<file path="src/hdl/sram_host_pkg.sv">
// Package for the host controller of a 16K x 4 asynchronous static memory.
// Assumes a single 50 MHz core clock; all timing counts derive from it.
package sram_host_pkg;

  // ****************************************************************
  // Geometry
  // ****************************************************************
  localparam int ADDR_W = 14;
  localparam int DATA_W = 4;

  // ****************************************************************
  // Timing, in ns as printed, then in cycles
  // ****************************************************************
  localparam int CLK_PERIOD_NS                   = 20;
  localparam int WRITE_PULSE_WIDTH_NS            = 14;
  localparam int STROBE_TO_FLOAT_DELAY_NS        = 5;
  localparam int DATA_VALID_BEFORE_WRITE_END_NS  = 10;
  localparam int WRITE_RECOVERY_TIME_NS          = 0;
  localparam int DESELECT_TO_RETENTION_TIME_NS   = 0;
  localparam int READ_CYCLE_NS                   = 15;
  localparam int READ_ACCESS_NS                  = 15;
  localparam int OUT_FLOAT_NS                    = 7;

  // Least times round up, never below one cycle
  function automatic int min_cycles(input int ns);
    int c;
    c = (ns + CLK_PERIOD_NS - 1) / CLK_PERIOD_NS;
    return (c < 1) ? 1 : c;
  endfunction

  localparam int WP_PLAIN_CYC  = min_cycles(WRITE_PULSE_WIDTH_NS);
  localparam int WP_DRIVEN_CYC = min_cycles((WRITE_PULSE_WIDTH_NS >
                                 STROBE_TO_FLOAT_DELAY_NS + DATA_VALID_BEFORE_WRITE_END_NS) ?
                                 WRITE_PULSE_WIDTH_NS :
                                 STROBE_TO_FLOAT_DELAY_NS + DATA_VALID_BEFORE_WRITE_END_NS);
  localparam int WR_CYC        = min_cycles(WRITE_RECOVERY_TIME_NS);
  localparam int CDR_CYC       = min_cycles(DESELECT_TO_RETENTION_TIME_NS);
  localparam int RC_CYC        = min_cycles(READ_CYCLE_NS);
  localparam int ACC_CYC       = min_cycles(READ_ACCESS_NS);
  localparam int FLOAT_CYC     = min_cycles(OUT_FLOAT_NS);
  localparam int CNT_W         = 4;

  // ****************************************************************
  // Carriers
  // ****************************************************************
  typedef struct packed {
    logic              write;
    logic [ADDR_W-1:0] addr;
    logic [DATA_W-1:0] wdata;
  } req_t;

  typedef struct packed {
    logic              select_n;
    logic              write_strobe_n;
    logic              drive_enable_n;
    logic [ADDR_W-1:0] addr;
  } mem_ctl_t;

  typedef enum logic [7:0] {
    ST_IDLE    = 8'h01,
    ST_RD_ACC  = 8'h02,
    ST_RD_END  = 8'h04,
    ST_WR_PUL  = 8'h08,
    ST_WR_REC  = 8'h10,
    ST_RET_ENT = 8'h20,
    ST_RET     = 8'h40,
    ST_WAKE    = 8'h80
  } state_t;

endpackage

</file>
<file path="src/hdl/sram_host.sv">
// Host-side controller that runs reads and writes on a 16K x 4 asynchronous
// static memory, and steps it into and out of low-supply data retention.
// Assumes memory pins are one clock domain away: read data is synchronised.
`timescale 1ns/1ns
module sram_host (
  // Clock and reset
  input  wire logic                          core_clk_i,
  input  wire logic                          srst_i,
  // Request port
  input  wire logic                          req_valid_i,
  input  wire sram_host_pkg::req_t           req_i,
  output logic                               req_ready_o,
  output logic                               rd_valid_o,
  output logic [sram_host_pkg::DATA_W-1:0]   rd_data_o,
  // Retention control
  input  wire logic                          retain_req_i,
  output logic                               retain_ok_o,
  // Memory pins
  output sram_host_pkg::mem_ctl_t            mem_ctl_o,
  input  wire logic [sram_host_pkg::DATA_W-1:0] mem_data_i,
  output logic [sram_host_pkg::DATA_W-1:0]   mem_data_o,
  output logic                               mem_data_oe_o
);

  // ****************************************************************
  // State
  // ****************************************************************
  // Registered state and its next value, paired per line; the last line holds the two synchroniser flops
  sram_host_pkg::state_t                   state_r,    state_nxt;
  logic [sram_host_pkg::CNT_W-1:0]         cnt_r,      cnt_nxt;
  sram_host_pkg::mem_ctl_t                 ctl_r,      ctl_nxt;
  logic [sram_host_pkg::DATA_W-1:0]        dout_r,     dout_nxt;
  logic                                    oe_r,       oe_nxt;
  logic                                    ready_r,    ready_nxt;
  logic                                    rvalid_r,   rvalid_nxt;
  logic [sram_host_pkg::DATA_W-1:0]        rdata_r,    rdata_nxt;
  logic                                    ret_r,      ret_nxt;
  logic [sram_host_pkg::DATA_W-1:0]        din_s1_r,   din_s2_r;

  // Counter load for a wait of n cycles; the counter runs down to zero
  function automatic logic [sram_host_pkg::CNT_W-1:0] cyc(input int n);
    int m;
    m = n - 1;
    return m[sram_host_pkg::CNT_W-1:0];
  endfunction

  // ****************************************************************
  // Read data synchroniser
  // ****************************************************************
  // Two flops before any logic reads the data pins
  always_ff @(posedge core_clk_i) begin
    din_s1_r <= mem_data_i;
    din_s2_r <= din_s1_r;
  end

  // ****************************************************************
  // Access sequencer
  // ****************************************************************
  // Next-state logic of the access sequencer
  always_comb begin
    // Hold by default; the counter runs down to zero, pulses default low
    state_nxt  = state_r;
    cnt_nxt    = (cnt_r != '0) ? cnt_r - 1'b1 : cnt_r;
    ctl_nxt    = ctl_r;
    dout_nxt   = dout_r;
    oe_nxt     = oe_r;
    ready_nxt  = 1'b0;
    rvalid_nxt = 1'b0;
    rdata_nxt  = rdata_r;
    ret_nxt    = ret_r;
    unique case (state_r)
      // Idle: retention wins over a request; one access per grant
      sram_host_pkg::ST_IDLE: begin
        ready_nxt = 1'b1;
        if (retain_req_i) begin
          ctl_nxt.select_n = 1'b1;
          ctl_nxt.write_strobe_n = 1'b1;
          ready_nxt = 1'b0;
          cnt_nxt   = cyc(sram_host_pkg::CDR_CYC);
          state_nxt = sram_host_pkg::ST_RET_ENT;
        end else if (req_valid_i && ready_r) begin
          ready_nxt = 1'b0;
          ctl_nxt.addr = req_i.addr;
          if (req_i.write) begin
            // Outputs off before the host drives the bus
            ctl_nxt.drive_enable_n = 1'b1;
            ctl_nxt.select_n       = 1'b0;
            ctl_nxt.write_strobe_n = 1'b0;
            dout_nxt  = req_i.wdata;
            oe_nxt    = 1'b1;
            // Drive enable stays high, so the plain pulse width is enough
            cnt_nxt   = cyc(sram_host_pkg::WP_PLAIN_CYC);
            state_nxt = sram_host_pkg::ST_WR_PUL;
          end else begin
            ctl_nxt.select_n       = 1'b0;
            ctl_nxt.write_strobe_n = 1'b1;
            ctl_nxt.drive_enable_n = 1'b0;
            oe_nxt    = 1'b0;
            cnt_nxt   = cyc(sram_host_pkg::ACC_CYC + 2);
            state_nxt = sram_host_pkg::ST_RD_ACC;
          end
        end
      end
      // Read: select held through access time and two synchroniser stages
      sram_host_pkg::ST_RD_ACC: begin
        if (cnt_r == '0) begin
          rdata_nxt  = din_s2_r;
          rvalid_nxt = 1'b1;
          ctl_nxt.select_n       = 1'b1;
          ctl_nxt.drive_enable_n = 1'b1;
          cnt_nxt   = cyc(sram_host_pkg::FLOAT_CYC);
          state_nxt = sram_host_pkg::ST_RD_END;
        end
      end
      // Read end: chip released, one cycle for its drivers to float
      sram_host_pkg::ST_RD_END: begin
        if (cnt_r == '0) begin
          ready_nxt = 1'b1;
          state_nxt = sram_host_pkg::ST_IDLE;
        end
      end
      // Write pulse: select and strobe low together, host drives data
      sram_host_pkg::ST_WR_PUL: begin
        if (cnt_r == '0) begin
          ctl_nxt.write_strobe_n = 1'b1;
          ctl_nxt.select_n       = 1'b1;
          cnt_nxt   = cyc(sram_host_pkg::WR_CYC);
          state_nxt = sram_host_pkg::ST_WR_REC;
        end
      end
      // Recovery: data held one cycle past the strobe rise
      sram_host_pkg::ST_WR_REC: begin
        if (cnt_r == '0) begin
          oe_nxt    = 1'b0;
          ready_nxt = 1'b1;
          state_nxt = sram_host_pkg::ST_IDLE;
        end
      end
      // Retention entry: chip deselected before the supply may drop
      sram_host_pkg::ST_RET_ENT: begin
        if (cnt_r == '0) begin
          ret_nxt   = 1'b1;
          state_nxt = sram_host_pkg::ST_RET;
        end
      end
      // Retention: wait for the request to go away
      sram_host_pkg::ST_RET: begin
        if (!retain_req_i) begin
          ret_nxt   = 1'b0;
          cnt_nxt   = cyc(sram_host_pkg::RC_CYC);
          state_nxt = sram_host_pkg::ST_WAKE;
        end
      end
      // Wake: one read cycle time before the first access
      sram_host_pkg::ST_WAKE: begin
        if (cnt_r == '0) begin
          ready_nxt = 1'b1;
          state_nxt = sram_host_pkg::ST_IDLE;
        end
      end
      // Illegal codes return to idle
      default: begin
        state_nxt = sram_host_pkg::ST_IDLE;
      end
    endcase
  end

  // ****************************************************************
  // Sequencer registers
  // ****************************************************************
  // Register the sequencer; pins idle deselected and floating
  always_ff @(posedge core_clk_i) begin
    if (srst_i) begin
      state_r  <= sram_host_pkg::ST_IDLE;
      cnt_r    <= '0;
      ctl_r    <= '{select_n: 1'b1, write_strobe_n: 1'b1, drive_enable_n: 1'b1, addr: '0};
      dout_r   <= '0;
      oe_r     <= 1'b0;
      ready_r  <= 1'b0;
      rvalid_r <= 1'b0;
      rdata_r  <= '0;
      ret_r    <= 1'b0;
    end else begin
      state_r  <= state_nxt;
      cnt_r    <= cnt_nxt;
      ctl_r    <= ctl_nxt;
      dout_r   <= dout_nxt;
      oe_r     <= oe_nxt;
      ready_r  <= ready_nxt;
      rvalid_r <= rvalid_nxt;
      rdata_r  <= rdata_nxt;
      ret_r    <= ret_nxt;
    end
  end

  // ****************************************************************
  // Outputs
  // ****************************************************************
  // Every output comes straight from a register
  assign req_ready_o   = ready_r;
  assign rd_valid_o    = rvalid_r;
  assign rd_data_o     = rdata_r;
  assign retain_ok_o   = ret_r;
  assign mem_ctl_o     = ctl_r;
  assign mem_data_o    = dout_r;
  assign mem_data_oe_o = oe_r;

endmodule // sram_host

</file>
<file path="config.mk">
export PLATFORM = sky130hd
export DESIGN_NAME = sram_host
export DESIGN_NICKNAME = d
export VERILOG_FILES = /design/src/hdl/sram_host_pkg.sv /design/src/hdl/sram_host.sv
export SDC_FILE = /design/constraint.sdc
export NUM_CORES = 1
export LEC_CHECK = 0
export ABC_AREA = 1
export BUFFER_PORTS_ARGS = -buffer_cell sky130_fd_sc_hd__buf_2
export CAP_MARGIN = 30
export CORE_MARGIN = 2
export CORE_UTILIZATION = 52
export CTS_CLUSTER_DIAMETER = 150
export CTS_CLUSTER_SIZE = 40
export DETAILED_ROUTE_END_ITERATION = 16
export GPL_TIMING_DRIVEN = 0
export PLACE_DENSITY = 0.85
export SLEW_MARGIN = 40
export SYNTH_ARGS = -nofsm -noshare
export SYNTH_HDL_FRONTEND = slang
export SYNTH_SLANG_ARGS = --single-unit
export TNS_END_PERCENT = 30
</file>
<file path="constraint.sdc">
create_clock -name core_clk_i -period 1.6 [get_ports core_clk_i]
set_input_delay 0.32 -clock core_clk_i [delete_from_list [all_inputs] [get_ports core_clk_i]]
set_output_delay 0.32 -clock core_clk_i [all_outputs]
set_load 0.02 [all_outputs]
</file>
## Word-level counts from Yosys, hierarchy flattened

Cells that the tools add are included.

| word-level totals | value |
|---|---|
| register bits after elaboration | 49 |
| input bits | 27 |
| output and inout port bits | 29 |
| logic and storage cells | 90 |

| operators by class | value |
|---|---|
| add/sub/neg operators | 1 |
| equal/unequal tests | 17 |
| muxes and demuxes | 36 |
| bitwise operators | 2 |
| reductions and logical operators | 20 |

Operator list:

| cell | count |
|---|---|
| 8-bit 2-to-1 mux | 7 |
| 8-bit one-hot mux with 6 select lines | 1 |
| 4-bit 2-to-1 mux | 6 |
| 17-bit 2-to-1 mux | 1 |
| 4-bit AND reduction | 4 |
| 15-bit 2-to-1 mux | 1 |
| 2-bit inequality test, second input constant | 7 |
| 4-bit one-hot mux with 3 select lines | 1 |
| 1-bit one-hot mux with 2 select lines | 5 |
| 1-bit 2-to-1 mux | 9 |
| 3-bit AND reduction | 3 |
| 8-bit by 1-bit equality test with 1-bit output, second input constant | 1 |
| 8-bit by 2-bit equality test with 1-bit output, second input constant | 1 |
| 8-bit by 3-bit equality test with 1-bit output, second input constant | 1 |
| 8-bit by 4-bit equality test with 1-bit output, second input constant | 1 |
| 8-bit by 5-bit equality test with 1-bit output, second input constant | 1 |
| 8-bit by 6-bit equality test with 1-bit output, second input constant | 1 |
| 8-bit by 7-bit equality test with 1-bit output, second input constant | 1 |
| 8-bit equality test, second input constant | 1 |
| 2-bit 2-to-1 mux | 4 |
| 2-bit nonzero test | 4 |
| 6-bit AND reduction | 1 |
| 4-bit zero test | 1 |
| 4-bit nonzero test | 1 |
| other kinds (10) | 12 |

## Depth between registers and ports, before layout

Gate-level depths: netlist of run 1.

| depth | value |
|---|---|
| depth in word-level cells | 5 |
| mapped depth | 11 |
| gate-level depth less buffers | 10 |

## Worst setup path before layout of run 1

No wires, ideal clock.

| timing path | value |
|---|---|
| path kind | flip-flop to flip-flop |
| start | register cnt_r[0] (netlist bit) |
| end | register cnt_r[0] (netlist bit) |
| setup time | 0.070 ns |
| data arrival time | 1.355 ns |
| required time | 1.530 ns |
| path slack | 0.175 ns |
| stages on the path, launching flop included | 8 |
| buffers on the path | 0 |
| clock period less this slack | 1.425 ns |
| cell sequence | dfxtp_1 > inv_1 > ha_1 > nand2_4 > ha_1 > nor4_2 > nor2_1 > a21oi_1 |

| on the way | value |
|---|---|
| cells in the longest elaborated chain, start to end | 5 |
| elaborated cells on any way between the ends | 9 |
| classes of those cells | add/sub: 1; mux: 6; reduce/logical: 2 |

Ends and longest elaborated chain:

| item | line | text |
|---|---|---|
| start, declared | sram_host.sv:30 | `logic [sram_host_pkg::CNT_W-1:0] cnt_r, cnt_nxt;` |
| start signal, assigned | sram_host.sv:185 | `cnt_r <= cnt_nxt;` |
| 4-bit by 1-bit subtractor with 4-bit output / 4-bit nonzero test (equally long branches) | sram_host.sv:63 | `cnt_nxt = (cnt_r != '0) ? cnt_r - 1'b1 : cnt_r;` |
| 4-bit 2-to-1 mux | sram_host.sv:63 |  |
| 4-bit 2-to-1 mux | sram_host.sv:81 | `end else if (req_valid_i && ready_r) begin` |
| 4-bit 2-to-1 mux | sram_host.sv:75 | `if (retain_req_i) begin` |
| 4-bit one-hot mux with 3 select lines * | sram_host.sv:71 | `unique case (state_r)` |

Mark *: on every way between the ends. The rest lies on a longest branch, timed or not.
A chain may end at the register's enable or synchronous reset.

## Worst setup path in the final report of run 1

| timing path | value |
|---|---|
| start | register cnt_r[1] (netlist bit) |
| end | register state_r[1] |

| on the way | value |
|---|---|
| cells in the longest elaborated chain, start to end | 3 |
| elaborated cells on any way between the ends | 6 |
| classes of those cells | eq/ne: 4; reduce/logical: 2 |

Ends and longest elaborated chain:

| item | line | text |
|---|---|---|
| 4-bit zero test * | -- |  |
| 2-bit inequality test (no line) / 2-bit by 1-bit inequality test with 1-bit output (equally long branches) | -- |  |
| 6-bit AND reduction (no line) * | -- |  |
| end signal, assigned | sram_host.sv:174 | `state_r <= sram_host_pkg::ST_IDLE;` |
| end signal, assigned | sram_host.sv:184 | `state_r <= state_nxt;` |
| end, declared | sram_host.sv:29 | `sram_host_pkg::state_t state_r, state_nxt;` |

Marks and branches as above.

==> results.tsv, run 1 <==
metric	value	unit
outcome	finished clean	
crit_chain	inv_1, ha_4, nand2_4, nand3_1, nand2_1, nor2_4, nand3_2, buf_6, nor2_1, nor2_1	
initial_core_util	0.5449	
cp_max_fo	10	
port_buffers	53	
drtIter0Drc	62	
synth_seq_cells	49	
layout_commonest_cell	buf_2	
syn-num-nets	327	
fin_crit_sh	0.9515	
wire_per_inst	11.45	um
synth_fa_ha_area_frac	0.01132	
reg2reg_to	state_r[1]$_SDFFE_PP0P_	
cp_top_family	simple AND/OR/NAND/NOR gates	
cts_buffers	5	
rsz0062_at_grt	false	
synth.cell_area	0.002211	mm^2
max_freq	656.9	MHz
cp.required	1.80	ns
totalPowerFinal	4912	uW
vias_per_cell	4.914	
hp-class	in2reg	
min_period	1.522	ns
track_usage	0.1986	
fp.dieH	69.21	um
place_congestion	0.8626	
cp.arrival	1.72	ns
rr_worst_depth	10	
critPathSlowestCell	dfxtp_1	
cts.path.max_buffers	2	
antenna_found_initial	0	
htreeDepth	2	
io_pins	56	
yosysSeqAreaShare	0.4437	
coreArea	0.004058	mm^2
timing.rr.start	cnt_r[1]$_SDFF_PP0_	
nNetsFinal	387	
start_kind	flip-flop	
synth_top_family_by_area	simple AND/OR/NAND/NOR gates	
path_class	reg2reg	
synth_cell_type_count	28	
wl_met3	283	um
maxCapViolCount	0	
root_buffer	clkbuf_8	
slowest_delay	0.32	ns
fp.dieW	69.21	um
synth.area.mux_share	0	
synth_warnings	0	
wirelength	4683	um
fin_setup_tns	0	ns
antenna_left	0	
clock-sinks	49	
m1WireLength	2051	um
hold_start	mem_data_i[3]	
drive_above_1_share	0.2758	
overflow	0	
route.detailed.drc	0	
insertion_delay	0.30	ns
wl_met2	2260	um
cts_post_setup_buffers_inserted	0	
hold_depth	1	
dp_hpwl	3452	um
grt_max_degree	16	
fp-row-count	23	
synth_xor_area_frac	0.007923	
synth_compound_area_frac	0.1296	
clk_pin_slew_worst_paths	0.08	ns
avgSynthCellArea	7.419	um^2
grt_pass1_vias	1863	
synth_simple_gate_area_frac	0.3118	
reg2reg_slack	0.08	ns
setup_violations	0	
grt_pass1_wl	7741	um
final_cell_mix	buf_2 (55), nand2_1 (52), nor2_1 (51)	
crit_top_cell	nor2_1	
irDropWorstVdd	0.001184	V
nFillCells	340	
slew_headroom	0.6880	
worstMarginPinSlew	0.4680	ns
path_buf_inv	2	
cp-end-kind	flip-flop	
finalMaxSlewViolations	0	
syn_inst	298	
fin_skew	0.007237	ns
diodes	0	
cts_tree	yes	
dr.pass1.iters	4	
die_area	0.004789	mm^2
finalHoldViolations	0	
areaGrowthSynthToFinish	21.05	%
power_density	1835	mW/mm^2
top_layer	met4	
leakage	0.001290	uW
hold_end	din_s1_r[3]$_DFF_P_	
vias	2010	
==> power breakdown <==
group,internal [uW],switching [uW]
clock network,508,398
logic,867,1590
registers,1420,124
==> repair_timing <==
action,4_1_cts,5_1_grt
setup endpoints to repair,0,9
resized for setup,0,5
hold buffers,0,0
==> cells by family after synthesis <==
group | Yosys count
AOI/OAI and AO/OA | 56
DFF | 49
xor gates and xnor gates | 2
and+or+nand+nor | 141
adders and majority gates | 2
buffers and inverters | 48
==> registers in the layout, indices dropped and copies added, names as in the netlist <==
name / flops
mem_data_o: 4
retain_ok_o: 1
req_ready_o: 1
mem_ctl_o: 17
mem_data_oe_o: 1
din_s2_r: 4
din_s1_r: 4
rd_data_o: 4
cnt_r: 4
state_r: 8
rd_valid_o: 1
==> cells in the mapped netlist <==
| cell | n | area, um^2 |
|---|---|---|
| ha_1 | 2 | 25.02 |
| inv_1 | 33 | 123.9 |
| o211ai_1 | 1 | 7.510 |
| nand2_4 | 5 | 56.30 |
| o22ai_1 | 1 | 6.260 |
| nand3_1 | 8 | 40.04 |
| nor4_2 | 1 | 12.51 |
| inv_2 | 5 | 18.77 |
| nor2_1 | 51 | 191.4 |
| nand4_1 | 3 | 18.77 |
| inv_4 | 1 | 6.260 |
| xnor2_1 | 2 | 17.52 |
| buf_6 | 3 | 33.78 |
| nand2_1 | 52 | 195.2 |
| buf_2 | 2 | 10.01 |
| nor3_1 | 3 | 15.01 |
| clkbuf_1 | 3 | 11.26 |
| dfxtp_1 | 49 | 980.9 |
| nand2_2 | 4 | 25.02 |
| nor2_2 | 3 | 18.77 |
| o21ai_0 | 23 | 115.1 |
| o21a_1 | 1 | 7.510 |
| nor2_4 | 7 | 78.83 |
| nand3_2 | 3 | 30.03 |
| o21ai_1 | 9 | 45.04 |
| nand3b_1 | 1 | 7.510 |
| buf_4 | 1 | 7.510 |
| a21oi_1 | 21 | 105.1 |
==> how the worst max path moves through the flow <==
stage                                  startpoint                    endpoint  slack, ns  cells past startpoint
after global routing      state_r[2]$_SDFFE_PP0P_  mem_ctl_o[14]$_SDFFE_PP1P_     0.0003                      8
final                         cnt_r[1]$_SDFF_PP0_     state_r[1]$_SDFFE_PP0P_       0.08                     10
after global placement        cnt_r[0]$_SDFF_PP0_     state_r[7]$_SDFFE_PP0P_       0.08                     10
after floorplan               cnt_r[0]$_SDFF_PP0_         cnt_r[0]$_SDFF_PP0_       0.17                      7
after CTS                     cnt_r[0]$_SDFF_PP0_     state_r[1]$_SDFFE_PP0P_       0.03                     10
after detailed placement      cnt_r[0]$_SDFF_PP0_     state_r[1]$_SDFFE_PP0P_       0.05                     10
==> through the flow <==
| stage | instances | worst slack, ns | utilization | hold slack [ns] | instance area (um^2) |
|---|---|---|---|---|---|
| finish | 409 | 0.07760 | 0.6596 | 0.1189 | 2676 |
| global route | 409 | 0.0003396 | 0.6596 | 0.1016 | 2676 |
| CTS | 409 | 0.02911 | 0.6553 | 0.1078 | 2659 |
| detailed placement | 401 | 0.04507 | 0.6257 | 0.3121 | 2539 |
| global placement | 401 | 0.07922 | 0.6257 | 0.3096 | 2539 |
| floorplan | 298 | 0.1746 | - | 0.3096 | 2211 |
==> routing by layer <==
| layer | up-vias | global-route usage |
|---|---|---|
| met2 | 57 | 0.3429 |
| met3 | 7 | 0.04942 |
| met1 | 893 | 0.2295 |
| met4 | 0 | 0.09368 |
| li1 | 1053 | - |
| met5 | - | 0 |
==> worst register-to-register path, delay by kind of cell, from the launching register on <==
family / cells / cell delay (ns)
adder cells (fa/ha/maj): 1 / 0.16
buffers and inverters: 2 / 0.27
flip-flops: 1 / 0.32
AND/OR/NAND/NOR: 7 / 0.67
==> cell type report <==
| type | count | area (um^2) | share of cell area |
|---|---|---|---|
| Buffer | 9 | 62.56 | 0.02338 |
| Clock inverter | 2 | 37.54 | 0.01403 |
| Inverter | 39 | 148.9 | 0.05563 |
| Timing Repair Buffer | 53 | 265.3 | 0.09911 |
| Clock buffer | 6 | 82.58 | 0.03086 |
| Multi-Input combinational cell | 201 | 1036 | 0.3871 |
| Sequential cell | 49 | 980.9 | 0.3665 |
| Tap cell | 50 | 62.56 | 0.02338 |
(Power assumes the default switching activity.)
==> run 2: changes to the inputs <==
CELL_PAD_IN_SITES_DETAIL_PLACEMENT = 0   (was default)
CELL_PAD_IN_SITES_GLOBAL_PLACEMENT = 1   (was default)
CORE_UTILIZATION = 37   (was 52)
==> run 2 against run 1 <==
Net effect: final cell count up 6.1%; largest cell class unchanged; register-to-register slack better by 0.04 ns; clock power down 16%; largest power group unchanged; first-iteration DRC count up 110%.
==> results.tsv, run 2 (synthesis results as in run 1) <==
metric	value	unit
critPathSlowestCell	dfxtp_1	
nNetsFinal	387	
path_class	reg2reg	
dp_hpwl	3791	um
io_pins	56	
dr.pass1.iters	5	
rsz0062_at_grt	true	
setup_violations	0	
coreArea	0.005851	mm^2
grt_max_degree	18	
root_buffer	clkbuf_8	
clk_pin_slew_worst_paths	0.10	ns
finalHoldViolations	0	
cp.arrival	1.68	ns
cp-end-kind	flip-flop	
port_buffers	53	
fp-row-count	28	
final_cell_mix	buf_2 (55), nand2_1 (52), nor2_1 (49)	
start_kind	flip-flop	
finalMaxSlewViolations	0	
fp.dieH	81.30	um
timing.hold.ws	0.1060	ns
layout_commonest_cell	buf_2	
path_buf_inv	2	
cts_tree	yes	
vias_per_cell	4.638	
initial_core_util	0.3779	
fin_skew	0.01334	ns
max_freq	675.4	MHz
place.detailed.instances	426	
insertion_delay	0.31	ns
grt_pass1_vias	1885	
wirelength	5099	um
min_period	1.481	ns
leakage	0.001261	uW
place_congestion	0.8693	
cts_buffers	5	
fin_crit_sh	0.9253	
slowest_delay	0.34	ns
drive_above_1_share	0.2869	
drtIter0Drc	130	
outcome	finished clean	
totalPowerFinal	4774	uW
antenna_found_initial	0	
clock-sinks	49	
overflow	0	
wire_per_inst	11.75	um
cp.required	1.80	ns
route.detailed.drc	0	
largest_reg_flops	17	
grt_pass1_wl	8556	um
die_area	0.006610	mm^2
track_usage	0.1683	
crit_chain	inv_2, nand2_1, nor2_2, nand2_4, nor2_4, nand2_2, buf_6, o21ai_1, a21oi_1	
antenna_left	0	
diodes	0	
stdcell_count	434	
slew_headroom	0.6827	
maxCapViolCount	0	
hp-class	in2reg	
cp_max_fo	10	
cp_top_family	simple AND/OR/NAND/NOR gates	
vias	2013	
cts.path.max_buffers	2	
irDropWorstVdd	0.0006648	V
fp.dieW	81.30	um
worstMarginPinSlew	0.4760	ns
power_density	1777	mW/mm^2
cts_hold_buf	0	
htreeDepth	2	
areaGrowthSynthToFinish	21.51	%
==> run 2: cell type report <==
cell class	count	area, um^2
plain buffers	8	51.30
clock inverters	3	25.02
fillers	598	3164
multi-input cells	201	1044
clock buffers	5	68.82
well taps	75	93.84
repair buffers	54	272.8
inverters	39	148.9
flip-flops and latches	49	982.2
==> run 2: through the flow <==
step / worst slack [ns] / utilization / setup TNS, ns / instance area, um^2
final: 0.1194 / 0.4592 / 0 / 2686
after global routing: -0.03622 / 0.4592 / -0.1628 / 2686
after CTS: 0.02982 / 0.4553 / 0 / 2664
after detailed placement: 0.04140 / 0.4393 / 0 / 2570
after global placement: 0.07367 / 0.4393 / 0 / 2570
after floorplan: 0.1746 / - / 0 / 2211
==> run 2: where the power goes <==
group / leakage, uW / switching, uW / internal (uW)
Combinational: 0.000815 / 1610 / 850
Clock: 0.0000452 / 445 / 319
Sequential: 0.000401 / 124 / 1430
Total: 0.00126 / 2180 / 2590
==> run 2: path summary, 6_finish.rpt <==
path	to	cells past startpoint	startpoint	slack, ns
min	din_s1_r[0]$_DFF_P_	1	mem_data_i[0]	0.11
max	mem_ctl_o[12]$_SDFFE_PP0P_	9	state_r[1]$_SDFFE_PP0P_	0.12
min reg2reg	din_s2_r[2]$_DFF_P_	0	din_s1_r[2]$_DFF_P_	0.33
max reg2reg	mem_ctl_o[12]$_SDFFE_PP0P_	9	state_r[1]$_SDFFE_PP0P_	0.12
==> run 2: repair_timing <==
action,CTS,global route
endpoints found under the setup margin,0,20
gates resized for setup,0,10
buffers inserted,0,1
==> run 2: metal layers <==
| metal | part of all wire | global-route usage | wire length [um] |
|---|---|---|---|
| met5 | 0 | 0 | 0 |
| met3 | 0.046 | 0.03333 | 233 |
| met1 | 0.45 | 0.2121 | 2284 |
| met4 | 0.013 | 0.06610 | 66 |
| met2 | 0.49 | 0.2811 | 2515 |
==> run 3: changes to the inputs <==
CORE_UTILIZATION = 39   (was 37)
CTS_BUF_LIST = sky130_fd_sc_hd__clkbuf_4   (was default)
CTS_CLUSTER_SIZE = 28   (was 40)
PLACE_DENSITY = 0.89   (was 0.85)
==> run 3 against run 2 <==
Net effect: die area shrank 4.9%; wire length decreased by 2.1%; first-iteration DRC count is 25% lower; sequential share of layout area did not move; global-route usage is 0.47 points higher; highest routed layer unchanged; critical endpoint is now mem_ctl_o[14]$_SDFFE_PP1P_; power fell by 1.2%; final cell count fell by 0.46%.
==> results.tsv, run 3 (synthesis results as in run 1) <==
metric	value	unit
dp_hpwl	3762	um
areaGrowthSynthToFinish	21.51	%
overflow	0	
cp.required	1.88	ns
grt_pass1_vias	1937	
nNetsFinal	388	
route.detailed.drc	0	
cp.arrival	1.76	ns
io_pins	56	
slew_headroom	0.6760	
start_kind	flip-flop	
fp.dieW	79.29	um
leakage	0.001271	uW
cp_max_fo	7	
max_freq	673.5	MHz
clock-sinks	49	
wire_per_inst	11.56	um
drive_above_1_share	0.2972	
fin_crit_sh	0.9279	
largest_reg_flops	17	
fp-row-count	27	
power_density	1755	mW/mm^2
path_buf_inv	0	
rsz0062_at_grt	true	
setup_violations	0	
htreeDepth	2	
grt_max_degree	17	
vias_per_cell	4.759	
nFillCells	585	
die_area	0.006287	mm^2
clk_pin_slew_worst_paths	0.15	ns
fin_setup_tns	0	ns
initial_core_util	0.4015	
final.setup.worst_slack	0.1153	ns
slowest_delay	0.36	ns
final_cell_mix	buf_2 (55), nand2_1 (51), nor2_1 (50)	
wirelength	4993	um
finalHoldViolations	0	
cp-end-kind	flip-flop	
port_buffers	53	
cts_buffers	5	
insertion_delay	0.37	ns
antenna_found_initial	0	
fp.dieH	79.29	um
irDropWorstVdd	0.0007485	V
antenna_left	0	
root_buffer	clkbuf_4	
crit_top_cell	o21ai_1	
outcome	finished clean	
fin_skew	0.007089	ns
min_period	1.485	ns
fin_util	0.4878	
dp_slack	0.03114	ns
vias	2056	
maxCapViolCount	0	
drtIter0Drc	98	
place_congestion	0.8839	
cp_top_family	simple AND/OR/NAND/NOR gates	
cts_hold_buf	0	
diodes	0	
finalMaxSlewViolations	0	
coreArea	0.005507	mm^2
grt_pass1_wl	8625	um
critPathSlowestCell	dfxtp_1	
path_class	reg2reg	
layout_commonest_cell	buf_2	
cts.path.max_buffers	2	
worstMarginPinSlew	0.4860	ns
cts_tree	yes	
timing.hold.ws	0.03951	ns
track_usage	0.1730	
dr.pass1.iters	4	
hp-class	in2reg	
crit_chain	nor2_1, nand3_1, nor2_4, nand2_2, nand2_1, o21ai_1, a21oi_1, o21ai_1	
-- run 3: metal layers --
layer | track usage | vias to the layer above | wire [um]
li1 | - | 1060 | -
met3 | 0.04318 | 8 | 291
met4 | 0.06552 | 0 | 95
met5 | 0 | - | 0
met2 | 0.2881 | 56 | 2414
met1 | 0.2153 | 932 | 2192
-- run 3: final cells by class --
type	instances	area [um^2]	share of cell area
Sequential cell	49	982.2	0.3656
Multi-Input combinational cell	201	1071	0.3987
Buffer	9	62.56	0.02329
Clock buffer	5	37.54	0.01397
Timing Repair Buffer	54	272.8	0.1015
Tap cell	72	90.09	0.03354
Clock inverter	3	21.27	0.007918
Inverter	39	148.9	0.05543
-- run 3: path summary, 6_finish.rpt --
path | from | to | slack, ns | cells after the start
worst max register to register | state_r[2]$_SDFFE_PP0P_ | mem_ctl_o[14]$_SDFFE_PP1P_ | 0.12 | 8
worst min-delay path | mem_data_i[2] | din_s1_r[2]$_DFF_P_ | 0.04 | 1
worst max-delay path | state_r[2]$_SDFFE_PP0P_ | mem_ctl_o[14]$_SDFFE_PP1P_ | 0.12 | 8
worst min register to register | din_s1_r[1]$_DFF_P_ | din_s2_r[1]$_DFF_P_ | 0.34 | 0
-- run 3: where the power goes --
group / internal [uW] / switching [uW]
logic: 914 / 1660
registers: 1430 / 125
clock network: 176 / 416
-- run 3: metrics by stage --
step                std cells  power (uW)  cell area (um^2)
global route              432        5142              2686
CTS                       431        4603              2625
global placement          423        3972              2566
floorplan                 298        3498              2211
finish                    432        4715              2686
detailed placement        423        3995              2566
-- run 3: repair_timing --
item / in CTS / in global routing
setup endpoints to repair: 0 / 25
buffers inserted: 0 / 1
resized for setup: 0 / 15
